### src/dmc_pkg.sv
// Constants for the host-side controller of a 64K x 9 dynamic RAM module.
// Assumes a 20 MHz core clock; all times are converted to cycles here.
package dmc_pkg;

  // ****************************************************************
  // Clock and timing
  // ****************************************************************
  localparam int CLK_PERIOD_NS = 50;
  localparam int ROW_BITS      = 8;
  localparam int COL_BITS      = 8;
  localparam int DATA_BITS     = 8;
  localparam int NUM_ROWS      = 256;
  localparam int INIT_CYCLES   = 8;
  localparam int POWERUP_US    = 100;
  localparam int REFRESH_MS    = 4;
  localparam int RAS_PRE_NS    = 120;
  localparam int RAS_LOW_NS    = 200;
  localparam int RCD_NS        = 35;
  localparam int CAS_LOW_NS    = 135;
  localparam int CAS_PRE_NS    = 80;
  localparam int RAH_NS        = 30;

  // Least times round up, refresh interval rounds down.
  localparam int POWERUP_CYC   = (POWERUP_US * 1000 + CLK_PERIOD_NS - 1)
                                 / CLK_PERIOD_NS;
  localparam int REF_INT_CYC   = (REFRESH_MS * 1000000 / NUM_ROWS)
                                 / CLK_PERIOD_NS;
  localparam int RAS_PRE_CYC   = (RAS_PRE_NS + CLK_PERIOD_NS - 1)
                                 / CLK_PERIOD_NS;
  localparam int RAS_LOW_CYC   = (RAS_LOW_NS + CLK_PERIOD_NS - 1)
                                 / CLK_PERIOD_NS;
  localparam int RCD_CYC       = (RCD_NS + CLK_PERIOD_NS - 1)
                                 / CLK_PERIOD_NS;
  localparam int CAS_LOW_CYC   = (CAS_LOW_NS + CLK_PERIOD_NS - 1)
                                 / CLK_PERIOD_NS;
  localparam int CAS_PRE_CYC   = (CAS_PRE_NS + CLK_PERIOD_NS - 1)
                                 / CLK_PERIOD_NS;
  localparam int RAH_CYC       = (RAH_NS + CLK_PERIOD_NS - 1)
                                 / CLK_PERIOD_NS;
  localparam int TMR_BITS      = 12;

endpackage : dmc_pkg

### src/dmc_sync.sv
// Three-stage input synchroniser for pins arriving from outside core_clk.
// Assumes a free-running core clock; a change counts once stages agree.
`timescale 1ns/1ps
`default_nettype none
module dmc_sync #(
  parameter int WIDTH = 9
) (
  // Clock and reset
  input  wire logic             core_clk,
  input  wire logic             rst_n,
  // Data
  input  wire logic [WIDTH-1:0] pin_in,
  output var  logic [WIDTH-1:0] sync_out
);

  logic [WIDTH-1:0] s1_reg;
  logic [WIDTH-1:0] s2_reg;
  logic [WIDTH-1:0] s3_reg;
  wire  [WIDTH-1:0] agree = ~(s2_reg ^ s3_reg);

  always_ff @(posedge core_clk or negedge rst_n)
  begin
    if (!rst_n)
    begin
      s1_reg   <= '0;
      s2_reg   <= '0;
      s3_reg   <= '0;
      sync_out <= '0;
    end
    else
    begin
      s1_reg   <= pin_in;
      s2_reg   <= s1_reg;
      s3_reg   <= s2_reg;
      sync_out <= (agree & s3_reg) | (~agree & sync_out);
    end
  end

endmodule : dmc_sync
`default_nettype wire

### src/dmc_ctrl.sv
// Host controller driving a 64K x 9 asynchronous DRAM module by its pins.
// Assumes one 20 MHz clock; the module pins are the only link.
`timescale 1ns/1ps
`default_nettype none
module dmc_ctrl #(
  parameter int POWERUP_CYC = dmc_pkg::POWERUP_CYC,
  parameter int REF_INT_CYC = dmc_pkg::REF_INT_CYC
) (
  // Clock and reset
  input  wire logic        core_clk,
  input  wire logic        rst_n,
  // User request
  input  wire logic        req_valid,
  input  wire logic        req_write,
  input  wire logic        req_page,
  input  wire logic [15:0] req_addr,
  input  wire logic [7:0]  req_wdata,
  input  wire logic        req_wparity,
  output logic             req_ready,
  output logic             rsp_valid,
  output logic [7:0]       rsp_rdata,
  output logic             rsp_rparity,
  output logic             init_done,
  // Module pins
  output logic             row_strobe_n,
  output logic             col_strobe_n,
  output logic             parity_col_strobe_n,
  output logic             write_en_n,
  output logic [7:0]       muxed_addr_lines,
  input  wire logic [7:0]  shared_data_lines_in,
  output logic [7:0]       shared_data_lines_out,
  output logic             shared_data_lines_oe,
  output logic             parity_data_in,
  input  wire logic        parity_data_out
);

  // ****************************************************************
  // State and storage
  // ****************************************************************
  typedef enum logic [3:0] {
    ST_POWERUP, ST_INIT, ST_IDLE, ST_ROW, ST_RCD, ST_CAS,
    ST_CAS_PRE, ST_RAS_HOLD, ST_PRECHARGE
  } dmc_state_type;

  dmc_state_type         state_reg;
  logic [15:0]           pwr_reg;
  logic [11:0]           tmr_reg;
  logic [11:0]           ref_tmr_reg;
  logic                  ref_pend_reg;
  logic                  ref_cycle_reg;
  logic [7:0]            ref_row_reg;
  logic [3:0]            init_cnt_reg;
  logic [7:0]            open_row_reg;
  logic                  write_reg;
  logic [7:0]            col_reg;
  logic                  init_done_reg;
  logic [8:0]            rd_sync;

  wire       tmr_done   = (tmr_reg == 12'h000);
  wire       ref_due    = (ref_tmr_reg == 12'h000);
  wire [7:0] req_row    = req_addr[15:8];
  wire [7:0] req_col    = req_addr[7:0];
  wire       page_hit   = req_valid && req_page && !ref_pend_reg
                          && (req_row == open_row_reg);
  wire       take_req   = (state_reg == ST_IDLE) && req_valid
                          && !ref_pend_reg;
  // A page request is taken only once both column strobes are high again.
  // The edge that ends the column-low window must not acknowledge it.
  wire       take_page  = (state_reg == ST_CAS_PRE) && tmr_done
                          && col_strobe_n && page_hit;

  assign req_ready = take_req || take_page;
  assign init_done = init_done_reg;

  // Read pins pass the three-stage synchroniser; sampling happens at the
  // end of the column-low window so access time is long satisfied.
  dmc_sync #(.WIDTH(9)) u_sync (
    .core_clk (core_clk),
    .rst_n    (rst_n),
    .pin_in   ({parity_data_out, shared_data_lines_in}),
    .sync_out (rd_sync)
  );

  // ****************************************************************
  // Refresh timer and pending flag
  // ****************************************************************
  always_ff @(posedge core_clk or negedge rst_n)
  begin
    if (!rst_n)
    begin
      ref_tmr_reg  <= 12'h000;
      ref_pend_reg <= 1'b0;
    end
    else
    begin
      ref_tmr_reg  <= ref_due ? 12'(REF_INT_CYC - 1)
                              : ref_tmr_reg - 12'h001;
      // A new tick wins over the clear made by a starting refresh.
      ref_pend_reg <= (ref_due && init_done) ||
                      (ref_pend_reg && !(state_reg == ST_IDLE));
    end
  end

  // ****************************************************************
  // Sequencer
  // ****************************************************************
  always_ff @(posedge core_clk or negedge rst_n)
  begin
    if (!rst_n)
    begin
      state_reg             <= ST_POWERUP;
      pwr_reg               <= 16'h0000;
      tmr_reg               <= 12'h000;
      ref_cycle_reg         <= 1'b0;
      ref_row_reg           <= 8'h00;
      init_cnt_reg          <= 4'h0;
      open_row_reg          <= 8'h00;
      write_reg             <= 1'b0;
      col_reg               <= 8'h00;
      init_done_reg         <= 1'b0;
      row_strobe_n          <= 1'b1;
      col_strobe_n          <= 1'b1;
      parity_col_strobe_n   <= 1'b1;
      write_en_n            <= 1'b1;
      muxed_addr_lines      <= 8'h00;
      shared_data_lines_out <= 8'h00;
      shared_data_lines_oe  <= 1'b0;
      parity_data_in        <= 1'b0;
      rsp_valid             <= 1'b0;
      rsp_rdata             <= 8'h00;
      rsp_rparity           <= 1'b0;
    end
    else
    begin
      rsp_valid <= 1'b0;
      if (!tmr_done)
        tmr_reg <= tmr_reg - 12'h001;
      unique case (state_reg)
        ST_POWERUP:
        begin
          pwr_reg <= pwr_reg + 16'h0001;
          if (pwr_reg == 16'(POWERUP_CYC - 1))
            state_reg <= ST_INIT;
        end
        ST_INIT:
        begin
          // Dummy cycles use the refresh path and advance the row counter.
          if (init_cnt_reg == 4'(dmc_pkg::INIT_CYCLES))
          begin
            init_done_reg <= 1'b1;
            state_reg     <= ST_IDLE;
          end
          else
          begin
            init_cnt_reg     <= init_cnt_reg + 4'h1;
            ref_cycle_reg    <= 1'b1;
            muxed_addr_lines <= ref_row_reg;
            state_reg        <= ST_ROW;
          end
        end
        ST_IDLE:
        begin
          if (ref_pend_reg)
          begin
            ref_cycle_reg    <= 1'b1;
            muxed_addr_lines <= ref_row_reg;
            state_reg        <= ST_ROW;
          end
          else if (req_valid)
          begin
            ref_cycle_reg         <= 1'b0;
            write_reg             <= req_write;
            open_row_reg          <= req_row;
            col_reg               <= req_col;
            muxed_addr_lines      <= req_row;
            write_en_n            <= !req_write;
            shared_data_lines_out <= req_wdata;
            parity_data_in        <= req_wparity;
            shared_data_lines_oe  <= req_write;
            state_reg             <= ST_ROW;
          end
        end
        ST_ROW:
        begin
          // Address was set a cycle earlier, so it is stable at the edge.
          row_strobe_n <= 1'b0;
          tmr_reg      <= 12'(dmc_pkg::RAS_LOW_CYC - 1);
          if (ref_cycle_reg)
            state_reg <= ST_RAS_HOLD;
          else
            state_reg <= ST_RCD;
        end
        ST_RCD:
        begin
          // Column goes on the pins after row hold, a cycle before the strobe.
          // The requester may move on after the take, so use the copy.
          muxed_addr_lines <= col_reg;
          state_reg        <= ST_CAS;
        end
        ST_CAS:
        begin
          col_strobe_n        <= 1'b0;
          parity_col_strobe_n <= 1'b0;
          tmr_reg             <= 12'(dmc_pkg::CAS_LOW_CYC + 3);
          state_reg           <= ST_CAS_PRE;
        end
        ST_CAS_PRE:
        begin
          if (tmr_done && col_strobe_n == 1'b0)
          begin
            // Synchroniser delay is covered by the extra low cycles.
            if (!write_reg)
            begin
              rsp_rdata   <= rd_sync[7:0];
              rsp_rparity <= rd_sync[8];
              rsp_valid   <= 1'b1;
            end
            col_strobe_n         <= 1'b1;
            parity_col_strobe_n  <= 1'b1;
            shared_data_lines_oe <= 1'b0;
            write_en_n           <= 1'b1;
            tmr_reg              <= 12'(dmc_pkg::CAS_PRE_CYC - 1);
          end
          else if (tmr_done && page_hit)
          begin
            write_reg             <= req_write;
            write_en_n            <= !req_write;
            shared_data_lines_out <= req_wdata;
            parity_data_in        <= req_wparity;
            shared_data_lines_oe  <= req_write;
            muxed_addr_lines      <= req_col;
            state_reg             <= ST_CAS;
          end
          else if (tmr_done)
            state_reg <= ST_RAS_HOLD;
        end
        ST_RAS_HOLD:
        begin
          if (tmr_done)
          begin
            row_strobe_n <= 1'b1;
            if (ref_cycle_reg)
              ref_row_reg <= ref_row_reg + 8'h01;
            tmr_reg   <= 12'(dmc_pkg::RAS_PRE_CYC - 1);
            state_reg <= ST_PRECHARGE;
          end
        end
        ST_PRECHARGE:
        begin
          if (tmr_done)
            state_reg <= init_done_reg ? ST_IDLE : ST_INIT;
        end
      endcase
    end
  end

endmodule : dmc_ctrl
`default_nettype wire

### config.mk
export PLATFORM = sky130hd
export DESIGN_NAME = dmc_ctrl
export DESIGN_NICKNAME = d
export VERILOG_FILES = /design/src/dmc_pkg.sv /design/src/dmc_sync.sv /design/src/dmc_ctrl.sv
export SDC_FILE = /design/constraint.sdc
export NUM_CORES = 1
export LEC_CHECK = 0
export ABC_AREA = 1
export BUFFER_PORTS_ARGS = -buffer_cell sky130_fd_sc_hd__buf_4
export CAP_MARGIN = 40
export CORE_MARGIN = 5
export CORE_UTILIZATION = 40
export DETAILED_ROUTE_END_ITERATION = 7
export PLACE_DENSITY = 0.55
export SETUP_SLACK_MARGIN = 0.02
export SLEW_MARGIN = 20
export SYNTH_ARGS = -nofsm -noshare
export SYNTH_HDL_FRONTEND = slang
export SYNTH_SLANG_ARGS = --single-unit
### constraint.sdc
create_clock -name core_clk -period 5.6 [get_ports core_clk]
set_input_delay 1.4 -clock core_clk [delete_from_list [all_inputs] [get_ports core_clk]]
set_output_delay 1.4 -clock core_clk [all_outputs]
set_load 0.005 [all_outputs]
==> flow_metrics.py <==
metrics = {
    "status": {
        "outcome": "finished, final reports clean",
    },
    "die": {
        "start_util_pct": 41.1,
        "fp.dieH_microns": 138,
        "core_area_sq_mm": 0.0160,
        "design.die.area_sq_mm": 0.0191,
        "io-pin-count": 73,
        "die_x_microns": 138,
        "rows": 46,
    },
    "job": {
        "drv_cap": 0,
    },
    "sta": {
        "period_needed_ns": 4.23,
        "holdWs_ns": 0.348,
        "slew_headroom_pct": 59.0,
        "setup_viol": 0,
        "slew_viol_final": 0,
        "hold_viol": 0,
        "rsz0062_at_grt": "no",
        "timing.fmax_mhz": 236,
        "timing.final.crit_share_pct": 75.6,
        "worst_slack_ns": 1.37,
        "tns_ns": 0,
        "worst_pin_slew_ns": 0.612,
        "skew_ns": 0.0146,
    },
    "setup_path": {
        "worstPathArrival_ns": 2.83,
        "path_cells": "buf_4 > clkinv_1 > nor2_4 > inv_2 > nand2_4 > buf_4",
        "endpoint_kind": "output pin",
        "r2r-start": "state_reg[2]",
        "max_stage_delay_ns": 0.40,
        "critical_path_class": "input port to output pin",
        "worst_path_max_delay_cell": "nor2_4",
        "r2r_end": "write_reg",
        "r2r_cells": 9,
        "crit_path_max_fanout": 22,
        "worstSetupStartpointType": "input port",
        "cp.required_ns": 4.20,
        "cp_common_cell": "buf_4",
        "r2r_slack_ns": 3.33,
    },
    "global_route": {
        "grt_overflow_total": 0,
        "grt_max_degree": 77,
        "grt_pass1_vias": 4932,
        "grtUsageTotal_pct": 15.7,
        "antenna_found_initial": 0,
        "grt_pass1_wl_microns": 24600,
    },
    "finish": {
        "largest_register_ffs": 16,
        "seq_area_sq_mm": 0.00358,
        "final_util_pct": 49.7,
        "area_delta_synth_final_pct": 21.1,
        "multiInputGateArea_sq_mm": 0.00263,
        "drive_gt1_share_pct": 21.0,
        "nets": 844,
        "diodes": 0,
        "nFillCells": 1513,
        "fin_cells": 1025,
        "final_area_sq_mm": 0.00796,
    },
    "routing": {
        "via_per_inst": 4.79,
        "wire_per_inst_microns": 13.9,
        "wl_met1_microns": 6710,
        "route.top_layer_used": "met4",
        "wl_met2_microns": 6830,
        "vias": 4906,
        "drtIter0Drc": 296,
        "drc": 0,
        "wl_microns": 14300,
        "dr.pass1.iters": 4,
        "dr_wl_met3_microns": 538,
        "postRouteAntennaNets": 0,
    },
    "hold_path": {
        "hold_start": "u_sync.s1_reg[8]",
        "holdPathStages": 0,
        "worstHoldPathType": "register to register",
        "hold_end": "u_sync.s2_reg[8]",
    },
    "pwr": {
        "ir_drop_uv": 220,
        "power_density_mw_per_mm2": 286,
        "leakage_nw": 4.09,
        "p_total_mw": 2.28,
    },
    "cts": {
        "path_clk_slew_ns": 0.06,
        "postCtsHoldBufs": 0,
        "cts_tree": "yes",
        "root_buffer": "clkbuf_16",
        "h-tree-depth": 4,
        "cts_sinks": 143,
        "cts_setup_buffers": 0,
        "clk_latency_ns": 0.42,
        "cts-buffers-inserted": 17,
        "cts_buffer_depth": 2,
        "cts_resized": 0,
    },
    "placed_design": {
        "place_hpwl_microns": 10600,
        "dpl.cell_count": 994,
        "place_area_sq_mm": 0.00736,
        "portBuffers": 72,
        "dp_slack_ns": 1.40,
        "gp_congestion": 0.873,
    },
    "yosys": {
        "syn-num-nets": 758,
        "synth-seq-cells": 143,
        "seq_area_frac_synth_pct": 54.5,
        "synthCells": 711,
        "synth_top_flop_cell": "dfrtp_1",
        "avgSynthCellArea_sq_um": 9.24,
        "synth_edf_count": 0,
        "synth_warnings": 0,
        "ys_types": 42,
        "synth_area_sq_mm": 0.00657,
        "ys_async_sr_fraction_pct": 100,
    },
}
-- worst max-delay path by stage --
| stage | from | end | slack, ns | cells past startpoint |
|---|---|---|---|---|
| 2_1_floorplan | req_addr[9] | req_ready | 2.00 | 9 |
| 3_3_place_gp | req_valid | req_ready | 1.46 | 6 |
| 3_5_place_dp | req_valid | req_ready | 1.40 | 6 |
| 4_1_cts | req_valid | req_ready | 1.39 | 6 |
| 5_1_grt | req_valid | req_ready | 1.26 | 6 |
| 6_report | req_valid | req_ready | 1.37 | 6 |
-- report_power, final --
group / switching, mW / total [mW] / internal (mW)
Sequential: 0.0128 / 1.07 / 1.06
Combinational: 0.0418 / 0.0783 / 0.0365
Clock: 0.452 / 1.13 / 0.674
-- critical path, delay by kind of cell --
family,cells,cell delay (ns)
buffers and inverters,4,0.76
and+or+nand+nor,2,0.65
-- per-layer routing --
metal / GRT usage [%] / up-vias
met2: 25.1 / 81
met3: 3.97 / 17
met4: 5.04 / 0
met1: 21.0 / 2360
li1: - / 2448
met5: 0 / -
-- placed cells by master, fill, tap and decap left out, types with 3 or more instances in the layout --
master	count
nand3_2	4
inv_1	68
nor2_2	7
clkbuf_16	17
nand3b_1	5
nand2_1	203
dfrtp_1	140
buf_4	72
xor2_1	22
nand2_4	6
nor3_1	7
o21ai_1	3
nor2_4	12
clkinv_4	4
inv_6	5
dfstp_2	3
o22ai_1	6
o21ai_0	11
nand2_2	16
nand3_1	58
ha_1	8
xnor2_1	14
maj3_1	9
inv_2	10
nor2_1	48
nand4_1	19
a21oi_1	6
-- kinds of logic (layout without fill, tap and decap cells) --
logic type	Yosys count	count (layout)	share of synthesized area [%]
buffers and inverters	87	185	5.46
AND/OR/NAND/NOR	395	395	29.3
XOR/XNOR	36	36	4.80
adder cells (fa/ha/maj)	17	17	2.89
AO/OA/AOI/OAI	33	33	3.05
flip-flops	143	143	54.5
-- final cells by class --
type / instances / area share [%]
Sequential cell: 143 / 45.0
Multi-Input combinational cell: 481 / 33.1
Timing Repair Buffer: 74 / 7.28
Clock buffer: 18 / 5.52
Inverter: 80 / 3.77
Tap cell: 216 / 3.40
Clock inverter: 13 / 1.93
-- Yosys cell counts, types with 7 or more instances --
cell type	number	share of area (%)
nand2_2	16	1.5
maj3_1	9	1.4
nand2_1	203	12
inv_2	10	0.57
nor2_4	12	2.1
nor2_2	7	0.67
nand3_1	58	4.4
ha_1	8	1.5
xnor2_1	14	1.9
nand4_1	19	1.8
inv_1	68	3.9
o21ai_0	11	0.84
nor2_1	48	2.7
dfrtp_1	140	53
xor2_1	22	2.9
nor3_1	7	0.53
Power figures use the tool's default switching activity.
